==> src/pkg/cspr_map.svh <==
// register offsets, field positions and timing constants of the supply, and the controller's wishbone register offsets
`ifndef CSPR_MAP_SVH
`define CSPR_MAP_SVH
`define CSPR_CMD_OPERATION   16'h0000
`define CSPR_CMD_OUTPUT_VOLTAGE_SETPOINT    16'h0020
`define CSPR_CMD_OUTPUT_CURRENT_SETPOINT    16'h0030
`define CSPR_CMD_MFR_DATE    16'h0086
`define CSPR_CMD_SER_DATE    16'h0087
`define CSPR_CMD_SER_SEQ     16'h0088
`define CSPR_CMD_SCALING     16'h00c0
`define CSPR_CMD_STATUS      16'h00c1
`define CSPR_CMD_CONFIG      16'h00c2
`define CSPR_LEN_READ        4'h2
`define CSPR_LEN_WRITE       4'h4
`define CSPR_LEN_STATUS      4'h4
`define CSPR_LEN_WIDE        4'h8
`define CSPR_LEN_OPER        4'h3
`define CSPR_CFG_CAN_CTRL    0
`define CSPR_CFG_OPI_LO      1
`define CSPR_CFG_OPI_HI      2
`define CSPR_CFG_POL_LO      8
`define CSPR_CFG_POL_HI      9
`define CSPR_CFG_SAVE_OFF    10
`define CSPR_CFG_RESET       16'h0002
`define CSPR_CFG_MASK        16'h0407 | 16'h0300
`define CSPR_OPI_OFF         2'b00
`define CSPR_OPI_ON          2'b01
`define CSPR_OPI_PREV        2'b10
`define CSPR_POL_NOW         2'b00
`define CSPR_POL_1MIN        2'b01
`define CSPR_POL_10MIN       2'b10
`define CSPR_ST_MASTER       0
`define CSPR_ST_DC_GOOD      1
`define CSPR_ST_PFC_GOOD     2
`define CSPR_ST_DUMMY        4
`define CSPR_ST_INIT         5
`define CSPR_ST_NVM_ERR      6
`define CSPR_CLK_HZ          64'd20000000
`define CSPR_BIT_RATE_BPS    64'd250000
`define CSPR_BIT_CYCLES      (`CSPR_CLK_HZ / `CSPR_BIT_RATE_BPS)
`define CSPR_FRAME_OVH_BITS  8'd67
`define CSPR_DELAY1_S        64'd60
`define CSPR_DELAY10_S       64'd600
`define CSPR_REQ_ID_HI       21'h000c01
`define CSPR_RSP_ID_HI       21'h000c00
`define CSPR_WB_CTRL         8'h00
`define CSPR_WB_CODE         8'h04
`define CSPR_WB_PARAM        8'h08
`define CSPR_WB_STATUS       8'h0c
`define CSPR_WB_RDATA_LO     8'h10
`define CSPR_WB_RDATA_HI     8'h14
`define CSPR_WB_RLEN         8'h18
`define CSPR_WB_ST_BUSY      0
`define CSPR_WB_ST_DONE      1
`define CSPR_WB_C_START      0
`define CSPR_WB_C_WRITE      1
`endif

==> src/pkg/cspr_pkg.sv <==
// frame type shared by both ends of the command link, and the controller end's state type
package cspr_pkg;
  typedef struct packed {
    logic        ide;
    logic [28:0] id;
    logic [3:0]  dlc;
    logic [63:0] data;
  } cspr_frame_t;
  typedef enum logic [1:0] {CSPR_H_IDLE, CSPR_H_SEND, CSPR_H_WAIT}
    cspr_host_st_t;
endpackage : cspr_pkg

==> src/pkg/cspr_link_if.sv <==
// frame-level link between controller and supply
`timescale 1ns/1ps
interface cspr_link_if;
  import cspr_pkg::*;
  logic        h2d_valid;
  cspr_frame_t h2d_frame;
  logic        d2h_valid;
  cspr_frame_t d2h_frame;
  modport host (output h2d_valid, output h2d_frame,
                input d2h_valid, input d2h_frame);
  modport dev  (input h2d_valid, input h2d_frame,
                output d2h_valid, output d2h_frame);
endinterface : cspr_link_if

==> src/rtl/cspr_bit_pacer.sv <==
// holds a frame on the line for its length in bit times
`timescale 1ns/1ps
module cspr_bit_pacer #(
  parameter int BIT_CYCLES = 80
) (
  input  wire logic       ref_clk_i, // clock
  input  wire logic       reset_i,   // sync reset
  input  wire logic       start_i,   // begin a frame
  input  wire logic [7:0] bits_i,    // frame length in bits
  output logic            busy_o,    // frame on the line
  output logic            done_o     // last bit ended
);
  logic [7:0]  bit_q;
  logic [15:0] cyc_q;
  wire         last_cyc = cyc_q == 16'(BIT_CYCLES - 1);
  always_ff @(posedge ref_clk_i) begin
    if (reset_i) begin
      bit_q  <= 8'h00;
      cyc_q  <= 16'h0000;
      busy_o <= 1'b0;
      done_o <= 1'b0;
    end else begin
      done_o <= 1'b0;
      if (start_i && !busy_o) begin
        busy_o <= 1'b1;
        bit_q  <= bits_i;
        cyc_q  <= 16'h0000;
      end else if (busy_o) begin
        cyc_q <= last_cyc ? 16'h0000 : cyc_q + 16'h0001;
        if (last_cyc) begin
          bit_q <= bit_q - 8'h01;
          if (bit_q == 8'h01) begin
            busy_o <= 1'b0;
            done_o <= 1'b1;
          end
        end
      end
    end
  end
endmodule : cspr_bit_pacer

==> src/rtl/cspr_supply_end.sv <==
// supply end: command register set answering over the link
// Function
// - date register returns six ASCII digits, first first
// - serial: date digits, then sequence digits
// - byte 0: voltage factor low, current high
// - factor codes: zero unsupported, 4..9 multipliers
// - byte 1: input voltage low, fan high
// - temperature byte 2, input current byte 3
// - status bit 0 shows parallel master
// - bits 1, 2 show secondary and primary good
// - bit 4 shows dummy load active
// - bit 5 shows initialization phase
// - bit 6 shows nonvolatile access error
// - unsupported and undefined bits read zero
// - config bit 0 selects link setpoints
// - config bits 1-2 pick power-up preset
// - config high bits 0-1 pick save delay
// - config high bit 2 blocks all saving
// - code and parameter sent low byte first
// - read request two bytes, reply code plus data
// - 250 kbit/s extended identifier frames
// - controller writes voltage as 0.01 counts
// - raw count times reported factor gives quantity
`timescale 1ns/1ps
`include "cspr_map.svh"
module cspr_supply_end #(
  parameter logic [47:0] MFR_DATE   = 48'h313830313031, // "180101"
  parameter logic [47:0] SER_DATE   = 48'h313830313031,
  parameter logic [47:0] SER_SEQ    = 48'h303030303031,
  parameter logic [3:0]  F_VOUT     = 4'h5,
  parameter logic [3:0]  F_IOUT     = 4'h5,
  parameter logic [3:0]  F_VIN      = 4'h6,
  parameter logic [3:0]  F_FAN      = 4'h7,
  parameter logic [3:0]  F_TEMP     = 4'h6,
  parameter logic [3:0]  F_IIN      = 4'h6,
  parameter bit          DUMMY_SUPP = 1'b1,
  parameter logic [35:0] DELAY1_CYC =
    36'(`CSPR_DELAY1_S * `CSPR_CLK_HZ),
  parameter logic [35:0] DELAY10_CYC =
    36'(`CSPR_DELAY10_S * `CSPR_CLK_HZ)
) (
  input  wire logic        ref_clk_i,         // clock
  input  wire logic        reset_i,           // sync reset
  cspr_link_if.dev         link,              // link to controller
  input  wire logic [7:0]  unit_addr_i,       // assigned address
  input  wire logic [15:0] nv_config_i,       // stored setup word
  input  wire logic        nv_operation_i,    // stored on/off
  input  wire logic [15:0] nv_vout_i,         // stored voltage count
  input  wire logic [15:0] nv_iout_i,         // stored current count
  input  wire logic        parallel_master_i, // parallel master
  input  wire logic        secondary_output_good_i, // dc good
  input  wire logic        primary_stage_good_i,    // pfc good
  input  wire logic        dummy_load_active_i,     // load on
  input  wire logic        init_phase_i,      // initializing
  input  wire logic        nvm_access_error_i,// nvm failed
  input  wire logic [15:0] analog_vout_i,     // analog voltage
  input  wire logic [15:0] analog_iout_i,     // analog current
  input  wire logic        analog_on_i,       // remote on pin
  output logic [15:0]      output_voltage_setpoint_o, // voltage
  output logic [15:0]      output_current_setpoint_o, // current
  output logic             output_on_o,       // output enable
  output logic [15:0]      unit_setup_word_o, // setup word
  output logic             save_req_o,        // save pulse
  output logic [15:0]      save_vout_o,       // voltage to save
  output logic [15:0]      save_iout_o,       // current to save
  output logic             save_operation_o   // on/off to save
);
  import cspr_pkg::*;

  function automatic logic [47:0] ascii_order(input logic [47:0] v);
    ascii_order = {v[7:0], v[15:8], v[23:16],
                   v[31:24], v[39:32], v[47:40]};
  endfunction : ascii_order

  logic [15:0] config_q;
  logic [15:0] vout_q;
  logic [15:0] iout_q;
  logic        oper_q;
  logic        boot_q;
  logic        dirty_q;
  logic [35:0] quiet_q;
  cspr_frame_t rsp_q;
  logic        tx_start_q;
  logic        tx_busy;
  logic        tx_done;

  wire [15:0] rx_code  = link.h2d_frame.data[15:0];
  wire [15:0] rx_param = link.h2d_frame.data[31:16];
  wire rx_ok = link.h2d_valid && link.h2d_frame.ide
             && link.h2d_frame.id[7:0] == unit_addr_i;
  wire rx_wr = rx_ok && link.h2d_frame.dlc == `CSPR_LEN_WRITE;
  wire rx_rd = rx_ok && link.h2d_frame.dlc == `CSPR_LEN_READ
             && !tx_busy && !tx_start_q;

  // byte0 {current, voltage}, byte1 {fan, ac voltage}, byte2 temperature, byte3 input current, rest reserved
  wire [47:0] scaling = {16'h0000, 4'h0, F_IIN, 4'h0, F_TEMP,
                         F_FAN, F_VIN, F_IOUT, F_VOUT};
  // each code is 0 or 4..9 and scales the raw count

  logic [15:0] status;
  always_comb begin
    status = 16'h0000;
    status[`CSPR_ST_MASTER]  = parallel_master_i;
    status[`CSPR_ST_DC_GOOD] = secondary_output_good_i;
    status[`CSPR_ST_PFC_GOOD] = primary_stage_good_i;
    status[`CSPR_ST_DUMMY]   = DUMMY_SUPP && dummy_load_active_i;
    status[`CSPR_ST_INIT]    = init_phase_i;
    status[`CSPR_ST_NVM_ERR] = nvm_access_error_i;
  end

  logic        rd_hit;
  logic [3:0]  rd_len;
  logic [47:0] rd_data;
  always_comb begin
    rd_hit  = 1'b1;
    rd_len  = `CSPR_LEN_WIDE;
    rd_data = 48'h0;
    case (rx_code)
      `CSPR_CMD_MFR_DATE: rd_data = ascii_order(MFR_DATE);
      `CSPR_CMD_SER_DATE: rd_data = ascii_order(SER_DATE);
      `CSPR_CMD_SER_SEQ:  rd_data = ascii_order(SER_SEQ);
      `CSPR_CMD_SCALING:  rd_data = scaling;
      `CSPR_CMD_STATUS: begin
        rd_len  = `CSPR_LEN_STATUS;
        rd_data = {32'h0, status};
      end
      `CSPR_CMD_CONFIG: begin
        rd_len  = `CSPR_LEN_STATUS;
        rd_data = {32'h0, config_q};
      end
      `CSPR_CMD_OUTPUT_VOLTAGE_SETPOINT: begin
        rd_len  = `CSPR_LEN_STATUS;
        rd_data = {32'h0, vout_q};
      end
      `CSPR_CMD_OUTPUT_CURRENT_SETPOINT: begin
        rd_len  = `CSPR_LEN_STATUS;
        rd_data = {32'h0, iout_q};
      end
      `CSPR_CMD_OPERATION: begin
        rd_len  = `CSPR_LEN_OPER;
        rd_data = {47'h0, oper_q};
      end
      default: rd_hit = 1'b0;
    endcase
  end

  // writes of the setting commands; anything else is ignored
  wire wr_cfg  = rx_wr && rx_code == `CSPR_CMD_CONFIG;
  wire wr_vout = rx_wr && rx_code == `CSPR_CMD_OUTPUT_VOLTAGE_SETPOINT;
  wire wr_iout = rx_wr && rx_code == `CSPR_CMD_OUTPUT_CURRENT_SETPOINT;
  wire wr_oper = rx_wr && rx_code == `CSPR_CMD_OPERATION;
  wire [15:0] cfg_new = rx_param & (`CSPR_CFG_MASK);
  wire changed = (wr_vout && rx_param != vout_q)
               || (wr_iout && rx_param != iout_q)
               || (wr_oper && rx_param[0] != oper_q);

  wire [1:0] nv_opi = nv_config_i[`CSPR_CFG_OPI_HI:`CSPR_CFG_OPI_LO];
  logic boot_oper;
  always_comb begin
    case (nv_opi)
      `CSPR_OPI_OFF:  boot_oper = 1'b0;
      `CSPR_OPI_ON:   boot_oper = 1'b1;
      `CSPR_OPI_PREV: boot_oper = nv_operation_i;
      default:        boot_oper = 1'b0;
    endcase
  end

  always_ff @(posedge ref_clk_i) begin
    if (reset_i) begin
      boot_q   <= 1'b1;
      config_q <= `CSPR_CFG_RESET;
      vout_q   <= 16'h0000;
      iout_q   <= 16'h0000;
      oper_q   <= 1'b1;
    end else if (boot_q) begin
      // restore after release, not under reset
      boot_q   <= 1'b0;
      config_q <= nv_config_i & (`CSPR_CFG_MASK);
      vout_q   <= nv_vout_i;
      iout_q   <= nv_iout_i;
      oper_q   <= boot_oper;
    end else begin
      if (wr_cfg)  config_q <= cfg_new;
      if (wr_vout) vout_q   <= rx_param;
      if (wr_iout) iout_q   <= rx_param;
      if (wr_oper) oper_q   <= rx_param[0];
    end
  end

  // save policy: quiet timer restarts on every change
  wire [1:0] policy = config_q[`CSPR_CFG_POL_HI:`CSPR_CFG_POL_LO];
  wire save_off = config_q[`CSPR_CFG_SAVE_OFF];
  logic due;
  always_comb begin
    case (policy)
      `CSPR_POL_NOW:   due = 1'b1;
      `CSPR_POL_1MIN:  due = quiet_q >= DELAY1_CYC;
      `CSPR_POL_10MIN: due = quiet_q >= DELAY10_CYC;
      default:         due = 1'b0;
    endcase
  end
  wire save_now = dirty_q && !changed && due && !save_off;

  always_ff @(posedge ref_clk_i) begin
    if (reset_i) begin
      dirty_q    <= 1'b0;
      quiet_q    <= 36'h0;
      save_req_o <= 1'b0;
    end else begin
      save_req_o <= save_now;
      // a change in the save cycle keeps the flag set
      dirty_q    <= changed || (dirty_q && !save_now);
      if (changed) quiet_q <= 36'h0;
      else if (dirty_q && quiet_q != DELAY10_CYC)
        quiet_q <= quiet_q + 36'h1;
    end
  end

  always_ff @(posedge ref_clk_i) begin
    if (reset_i) begin
      output_voltage_setpoint_o <= 16'h0000;
      output_current_setpoint_o <= 16'h0000;
      output_on_o               <= 1'b0;
      unit_setup_word_o         <= `CSPR_CFG_RESET;
      save_vout_o               <= 16'h0000;
      save_iout_o               <= 16'h0000;
      save_operation_o          <= 1'b0;
    end else begin
      if (config_q[`CSPR_CFG_CAN_CTRL]) begin
        output_voltage_setpoint_o <= vout_q;
        output_current_setpoint_o <= iout_q;
        output_on_o               <= oper_q;
      end else begin
        output_voltage_setpoint_o <= analog_vout_i;
        output_current_setpoint_o <= analog_iout_i;
        output_on_o               <= analog_on_i;
      end
      unit_setup_word_o <= config_q;
      save_vout_o       <= vout_q;
      save_iout_o       <= iout_q;
      save_operation_o  <= oper_q;
    end
  end

  // response: code then data, own address in the low id byte
  always_ff @(posedge ref_clk_i) begin
    if (reset_i) begin
      rsp_q      <= '0;
      tx_start_q <= 1'b0;
    end else begin
      tx_start_q <= 1'b0;
      if (rx_rd && rd_hit && !boot_q) begin
        rsp_q.ide  <= 1'b1;
        rsp_q.id   <= {`CSPR_RSP_ID_HI, unit_addr_i};
        rsp_q.dlc  <= rd_len;
        rsp_q.data <= {rd_data, rx_code};
        tx_start_q <= 1'b1;
      end
    end
  end

  cspr_bit_pacer #(
    .BIT_CYCLES(int'(`CSPR_BIT_CYCLES))
  ) u_pacer (
    .ref_clk_i(ref_clk_i),
    .reset_i  (reset_i),
    .start_i  (tx_start_q),
    .bits_i   (`CSPR_FRAME_OVH_BITS + {1'b0, rsp_q.dlc, 3'b000}),
    .busy_o   (tx_busy),
    .done_o   (tx_done)
  );

  assign link.d2h_valid = tx_done;
  assign link.d2h_frame = rsp_q;
endmodule : cspr_supply_end

==> src/flat_wrapper.sv <==
// flat-port wrapper written by rule: the top's interface ports become plain ports
module cspr_supply_end_flat import cspr_pkg::*;
#(
  parameter logic [47:0] MFR_DATE   = 48'h313830313031,            
  parameter logic [47:0] SER_DATE   = 48'h313830313031,
  parameter logic [47:0] SER_SEQ    = 48'h303030303031,
  parameter logic [3:0]  F_VOUT     = 4'h5,
  parameter logic [3:0]  F_IOUT     = 4'h5,
  parameter logic [3:0]  F_VIN      = 4'h6,
  parameter logic [3:0]  F_FAN      = 4'h7,
  parameter logic [3:0]  F_TEMP     = 4'h6,
  parameter logic [3:0]  F_IIN      = 4'h6,
  parameter bit          DUMMY_SUPP = 1'b1,
  parameter logic [35:0] DELAY1_CYC =
    36'(`CSPR_DELAY1_S * `CSPR_CLK_HZ),
  parameter logic [35:0] DELAY10_CYC =
    36'(`CSPR_DELAY10_S * `CSPR_CLK_HZ)
)
  (ref_clk_i, reset_i, unit_addr_i, nv_config_i, nv_operation_i, nv_vout_i, nv_iout_i, parallel_master_i, secondary_output_good_i, primary_stage_good_i, dummy_load_active_i, init_phase_i, nvm_access_error_i, analog_vout_i, analog_iout_i, analog_on_i, output_voltage_setpoint_o, output_current_setpoint_o, output_on_o, unit_setup_word_o, save_req_o, save_vout_o, save_iout_o, save_operation_o, link_h2d_valid, link_h2d_frame, link_d2h_valid, link_d2h_frame);
  cspr_link_if link_i ();
  input  wire logic ref_clk_i;
  input  wire logic reset_i;
  input  wire logic [7:0] unit_addr_i;
  input  wire logic [15:0] nv_config_i;
  input  wire logic nv_operation_i;
  input  wire logic [15:0] nv_vout_i;
  input  wire logic [15:0] nv_iout_i;
  input  wire logic parallel_master_i;
  input  wire logic secondary_output_good_i;
  input  wire logic primary_stage_good_i;
  input  wire logic dummy_load_active_i;
  input  wire logic init_phase_i;
  input  wire logic nvm_access_error_i;
  input  wire logic [15:0] analog_vout_i;
  input  wire logic [15:0] analog_iout_i;
  input  wire logic analog_on_i;
  output logic [15:0] output_voltage_setpoint_o;
  output logic [15:0] output_current_setpoint_o;
  output logic output_on_o;
  output logic [15:0] unit_setup_word_o;
  output logic save_req_o;
  output logic [15:0] save_vout_o;
  output logic [15:0] save_iout_o;
  output logic save_operation_o;
  input wire logic [$bits(link_i.h2d_valid)-1:0] link_h2d_valid;
  input wire logic [$bits(link_i.h2d_frame)-1:0] link_h2d_frame;
  output wire logic [$bits(link_i.d2h_valid)-1:0] link_d2h_valid;
  output wire logic [$bits(link_i.d2h_frame)-1:0] link_d2h_frame;
  assign link_i.h2d_valid = link_h2d_valid;
  assign link_i.h2d_frame = link_h2d_frame;
  assign link_d2h_valid = link_i.d2h_valid;
  assign link_d2h_frame = link_i.d2h_frame;
  cspr_supply_end #(.MFR_DATE(MFR_DATE), .SER_DATE(SER_DATE), .SER_SEQ(SER_SEQ), .F_VOUT(F_VOUT), .F_IOUT(F_IOUT), .F_VIN(F_VIN), .F_FAN(F_FAN), .F_TEMP(F_TEMP), .F_IIN(F_IIN), .DUMMY_SUPP(DUMMY_SUPP), .DELAY1_CYC(DELAY1_CYC), .DELAY10_CYC(DELAY10_CYC)) u_core (.ref_clk_i(ref_clk_i), .reset_i(reset_i), .link(link_i), .unit_addr_i(unit_addr_i), .nv_config_i(nv_config_i), .nv_operation_i(nv_operation_i), .nv_vout_i(nv_vout_i), .nv_iout_i(nv_iout_i), .parallel_master_i(parallel_master_i), .secondary_output_good_i(secondary_output_good_i), .primary_stage_good_i(primary_stage_good_i), .dummy_load_active_i(dummy_load_active_i), .init_phase_i(init_phase_i), .nvm_access_error_i(nvm_access_error_i), .analog_vout_i(analog_vout_i), .analog_iout_i(analog_iout_i), .analog_on_i(analog_on_i), .output_voltage_setpoint_o(output_voltage_setpoint_o), .output_current_setpoint_o(output_current_setpoint_o), .output_on_o(output_on_o), .unit_setup_word_o(unit_setup_word_o), .save_req_o(save_req_o), .save_vout_o(save_vout_o), .save_iout_o(save_iout_o), .save_operation_o(save_operation_o));
endmodule
==> config.mk <==
export PLATFORM = sky130hd
export DESIGN_NAME = cspr_supply_end_flat
export DESIGN_NICKNAME = d
export VERILOG_FILES = /design/src/pkg/cspr_pkg.sv /design/src/pkg/cspr_link_if.sv /design/src/rtl/cspr_bit_pacer.sv /design/src/rtl/cspr_supply_end.sv /design/src/flat_wrapper.sv
export VERILOG_INCLUDE_DIRS = /design/src /design/src/pkg
export SDC_FILE = /design/constraint.sdc
export NUM_CORES = 1
export LEC_CHECK = 0
export CAP_MARGIN = 20
export CORE_AREA = 2 2 148 150
export CTS_BUF_LIST = sky130_fd_sc_hd__clkbuf_16
export DETAILED_ROUTE_END_ITERATION = 10
export DIE_AREA = 0 0 150 152
export DONT_BUFFER_PORTS = 1
export GPL_TIMING_DRIVEN = 0
export PLACE_DENSITY = 0.72
export REMOVE_ABC_BUFFERS = 1
export SLEW_MARGIN = 20
export SYNTH_ARGS = -nofsm -noshare
export SYNTH_HDL_FRONTEND = slang
export SYNTH_HIERARCHICAL = 1
export SYNTH_SLANG_ARGS = --single-unit
==> constraint.sdc <==
create_clock -name ref_clk_i -period 3.05 [get_ports ref_clk_i]
set_input_delay 0.305 -clock ref_clk_i [delete_from_list [all_inputs] [get_ports ref_clk_i]]
set_output_delay 0.305 -clock ref_clk_i [all_outputs]
set_load 0.01 [all_outputs]
After elaboration in Yosys (flattened, before gate mapping):

Cells that the tools add are included.

* output and inout bits: 182
* logic and storage cells: 125
* bits of input ports: 197
* register bits: 255

* bitwise operators: 2
* muxes and demuxes: 27
* equality and inequality tests: 21
* $lt $le $gt $ge: 2
* $add $sub $neg: 4
* reduce and logical (&&, ||, !) cells: 45

Operator list (count)
* $pmux W46 S8: 1
* $mux W16: 7
* $eq A16 B8 Y1 const B: 6
* $add A36 B1 Y36 const B: 1
* $ge A36 B31 Y1 const B: 1
* $ge A36 B34 Y1 const B: 1
* $ne A36 B34 Y1 const B: 1
* $eq A16 B6 Y1 const B: 2
* $ne A16 B16 Y1: 2
* $mux W8: 3
* $mux W11: 2
* $logic_and A1 B1 Y1: 21
* $add A16 B1 Y16 const B: 1
* $eq A16 B7 Y1 const B: 1
* $logic_not A16 Y1: 1
* $reduce_bool A2 Y1: 6
* $mux W1: 11
* $reduce_or A9 Y1: 1
* $add A7 B7 Y8 const A: 1
* $eq A8 B1 Y1 const B: 1
* $eq A8 B8 Y1: 1
* $pmux W4 S2: 1
* $reduce_or A4 Y1: 2
* $sub A8 B1 Y8 const B: 1
* 13 further kinds: 25

Longest topological paths before layout:

* word-level depth: 14
* depth in mapped cells: 9
* depth with buffers taken out: 8

Hierarchy:

Netlist, hierarchy kept.

By module, submodules not included
* cspr_supply_end: seq. area each 3963.8 µm², area an instance 9177.6 µm², cells an instance 1018, instances 1
* cspr_bit_pacer: seq. area each 520.5 µm², area an instance 1321.3 µm², cells an instance 157, instances 1

Worst setup path after synthesis:

No wires, ideal clock.

* path type: register -> register
* start point: reg u_core.u_pacer.cyc_q[9]
* end point: reg u_core.u_pacer.bit_q[3]
* arrival time: 2.110 ns
* data required time: 2.928 ns
* cell stages (with the launch flop): 6
* buffers on the path: 1
* path slack: 0.818 ns
* clock period less this slack: 2.232 ns
* cell sequence: dfxtp_1 > or4_4 > or4_1 > clkbuf_1 > o311a_1 > a221o_1

* word-level cells in the longest chain between the ends: 3

RTL lines
* from (decl): line cspr_bit_pacer.sv:14 `logic [15:0] cyc_q;`
* from (signal assigned): line cspr_bit_pacer.sv:29 `cyc_q <= last_cyc ? 16'h0000 : cyc_q + 16'h0001;`
* $eq A16 B7 Y1: line cspr_bit_pacer.sv:15 `wire last_cyc = cyc_q == 16'(BIT_CYCLES - 1);`
* $reduce_bool A2 Y1 (no source line)
* $reduce_and A2 Y1 (no source line)
* to (signal assigned): line cspr_bit_pacer.sv:26 `bit_q <= bits_i;`
* to (signal assigned): line cspr_bit_pacer.sv:31 `bit_q <= bit_q - 8'h01;`
* to (decl): line cspr_bit_pacer.sv:13 `logic [7:0] bit_q;`

No other way between the ends.
A chain may end at the register's enable or synchronous reset.

Worst setup path after layout:

* start point: in link_h2d_frame[8]
* end point: reg u_core.vout_q[7]

* word-level cells in the longest chain between the ends: 3

RTL lines
* from (decl): line flat_wrapper.sv:46 `input wire logic [$bits(link_i.h2d_frame)-1:0] link_h2d_frame;`
* $eq A16 B6 Y1 (no source line)
* $logic_and A1 B1 Y1 (no source line)
* $reduce_bool A2 Y1 (no source line)
* to (signal assigned): line cspr_supply_end.sv:179 `vout_q <= nv_vout_i;`
* to (signal assigned): line cspr_supply_end.sv:184 `if (wr_vout) vout_q <= rx_param;`
* to (decl): line cspr_supply_end.sv:76 `logic [15:0] vout_q;`

No other way between the ends.

==> flow_summary.json <==
{
  "fillers": 1848,
  "vias_per_cell": 5.71,
  "hold_viol": 0,
  "ant_nets": 0,
  "grt_pass1_wl_um": 45700,
  "synthFlopType": "dfxtp_1",
  "timing.final.crit_share_pct": 89.5,
  "final_util_pct": 56.5,
  "cts_sinks": 224,
  "start_util_pct": 49.2,
  "maxCapViolations": 0,
  "cp_slowest_cell": "and3_1",
  "cts_resized": 0,
  "yosys.area_share.simple_pct": 24.8,
  "grt_max_degree": 154,
  "numCtsBuffers": 24,
  "avgSynthCellArea_um2": 8.94,
  "synth-edff-count": 0,
  "dpl-instance-area_mm2": 0.0103,
  "hp-class": "in -> reg",
  "fin_crit_ns": 2.73,
  "route.detailed.drc": 0,
  "synth_top_area_cell": "dfxtp_1",
  "path_buf_inv": 0,
  "drt_iter0_drc": 461,
  "ioPinCount": 379,
  "core_mm2": 0.0214,
  "path_class": "in -> reg",
  "die-area_mm2": 0.0228,
  "worstPathRequired_ns": 3.46,
  "placement.io_buffers": 0,
  "seqCellArea_mm2": 0.00449,
  "dieWidth_um": 150,
  "rows": 54,
  "synth_top_area_share_pct": 42.7,
  "firstDrtPassIters": 6,
  "max-vdd-ir-drop_mv": 0.453,
  "synthTopCellsByArea": "dfxtp_1 43%, nor2_1 6.8%, mux2i_1 6.0%",
  "syn_area_mm2": 0.0105,
  "area_growth_pct": 14.9,
  "root_buffer": "clkbuf_16",
  "place_worst_setup_slack_ns": -0.226,
  "leakage_nw": 4.46,
  "clockBufferDepth": 3,
  "fp.dieH_um": 152,
  "power_density_mw_per_mm2": 523,
  "slew_violations": 0,
  "ys_ff_latch": 224,
  "synthDistinctLibCells": 70,
  "path_max_fanout": 16,
  "antenna_found_initial": 1,
  "muxShareOfSynthArea_pct": 6.86,
  "relSlewSlack_pct": 32.5,
  "tritoncts": "built",
  "rsz0062_at_grt": "no",
  "dp_hpwl_um": 19700,
  "timing.fmax_ghz": 0.366,
  "synth_compound_area_share_pct": 9.68,
  "crit_path_end_kind": "flop",
  "path_clk_slew_ns": 0.06,
  "cts_setup_buffers": 0,
  "nNetsFinal": 1429,
  "holdBufCountCts": 102,
  "cp.arrival_ns": 3.14,
  "finalClockSkew_ns": 0.0165,
  "h-tree-depth": 1,
  "synth_xor_xnor_area_share_pct": 7.01,
  "multiInputGateArea_mm2": 0.00537,
  "path_delay_family": "simple AND/OR/NAND/NOR gates",
  "hold_slack_ns": 0.0170,
  "ys_warn_count": 6,
  "clock_latency_ns": 0.52,
  "fin_ws_ns": 0.320,
  "worstMarginPinSlew_ns": 1.01,
  "drt_wl_total_um": 30400,
  "synth_top_family_by_area": "simple AND/OR/NAND/NOR gates",
  "status": "completed",
  "setup_viol": 0,
  "regToRegSetupSlack_ns": 0.36,
  "finalPower_mw": 6.30,
  "synth_cells": 1175,
  "hold_depth": 2,
  "worstSetupStartpointType": "primary input",
  "overflow": 0,
  "vias": 8697,
  "track_usage_pct": 25.3,
  "async_flop_share_pct": 0,
  "grt_pass1_vias": 8359,
  "r2r_cells": 6,
  "place.gp.congestion": 0.845,
  "crit_cells": 6,
  "synth_fa_ha_area_share_pct": 0.834,
  "stdcell_area_mm2": 0.0121,
  "synth_sequential_area_ratio_pct": 42.7,
  "drive_gt1_share_pct": 6.11,
  "cpPeakStageDelay_ns": 0.84,
  "cp_cell_sequence": "nor4_4 -> nand4_2 -> nor2_1 -> and3_1 -> nand2_1 -> a311oi_1",
  "wl_per_cell_um": 20.0
}
[report_power, final]
group / switching, mW / leakage (nW) / internal (mW)
clock: 1.21 / 0.354 / 1.49
sequential: 0.118 / 1.83 / 3.02
combinational: 0.241 / 2.27 / 0.226
[synth_stat cells (6+ instances only)]
master,number
a211oi_2,11
nor4_1,23
nand2_1,110
mux2_2,8
nand3_1,29
and4_1,9
a311oi_1,44
or3_1,8
a21oi_1,23
dfxtp_1,224
nor2_1,191
buf_4,69
mux2i_1,63
nor3_1,13
nor2b_1,42
buf_2,6
nand4_1,26
o21ai_0,7
ha_1,7
nand2b_1,6
or4_1,11
xor2_1,60
clkbuf_1,42
inv_1,16
xnor2_1,24
and2_1,14
[per-layer routing]
metal	GRT usage, %	routed length, µm
met1	31.6	12300
met2	42.4	14500
met3	5.89	2730
met4	8.85	919
met5	0	0
[cell families (layout without fill, tap and decap cells)]
| logic type | after synthesis | count (layout) |
|---|---|---|
| fa+ha+maj | 7 | 7 |
| buf+inv | 143 | 163 |
| mux | 71 | 71 |
| simple gates | 518 | 518 |
| compound gates | 126 | 126 |
| other cells | 2 | 51 |
| flops | 224 | 224 |
| xor+xnor | 84 | 84 |
[final timing paths]
kind | startpoint | endpoint
setup / recovery | link_h2d_frame[8] | u_core/vout_q[7]
hold / removal | reset_i | u_core/u_pacer/bit_q[1]
setup reg to reg | u_core/boot_q | u_core/link.d2h_frame[60]
hold reg to reg | u_core/u_pacer/cyc_q[14] | u_core/u_pacer/cyc_q[14]
[stage by stage]
step / std cells / TNS, ns
after floorplan: 1096 / 0
after global placement: 1376 / -22.82
after detailed placement: 1377 / -3.46
after CTS: 1523 / 0
after global routing: 1524 / 0
final: 1524 / 0
[state kept, by name, summed over array words and instances, names as in the netlist, 16 cells and up]
signal                            cells
u_core/output_voltage_setpoint_o     16
u_core/output_current_setpoint_o     16
u_core/vout_q                        16
u_core/link.d2h_frame                47
u_core/iout_q                        16
u_core/save_iout_o                   16
u_core/u_pacer/cyc_q                 16
u_core/save_vout_o                   16
u_core/quiet_q                       36
[layout by cell type (no fill, tap or decap), types with 11 or more instances in the layout]
cell type	n
dlygate4sd3_1	101
nand4_1	26
nor2b_1	42
nand3_1	29
mux2i_1	63
clkbuf_16	25
xnor2_1	24
conb_1	50
nor2_1	191
a211oi_2	11
xor2_1	60
inv_1	17
or4_1	11
nor4_1	22
a21oi_1	23
nor3_1	13
dfxtp_1	223
a311oi_1	44
nand2_1	110
and2_1	14
[layout make-up]
type	instances	area share (%)
Antenna cell	1	0.0207
Clock buffer	25	5.19
Clock inverter	19	0.851
Inverter	16	0.519
Multi-Input combinational cell	856	44.5
Sequential cell	224	37.2
Tap cell	280	2.90
Timing Repair Buffer	103	8.78
Power figures use the tool's default switching activity.
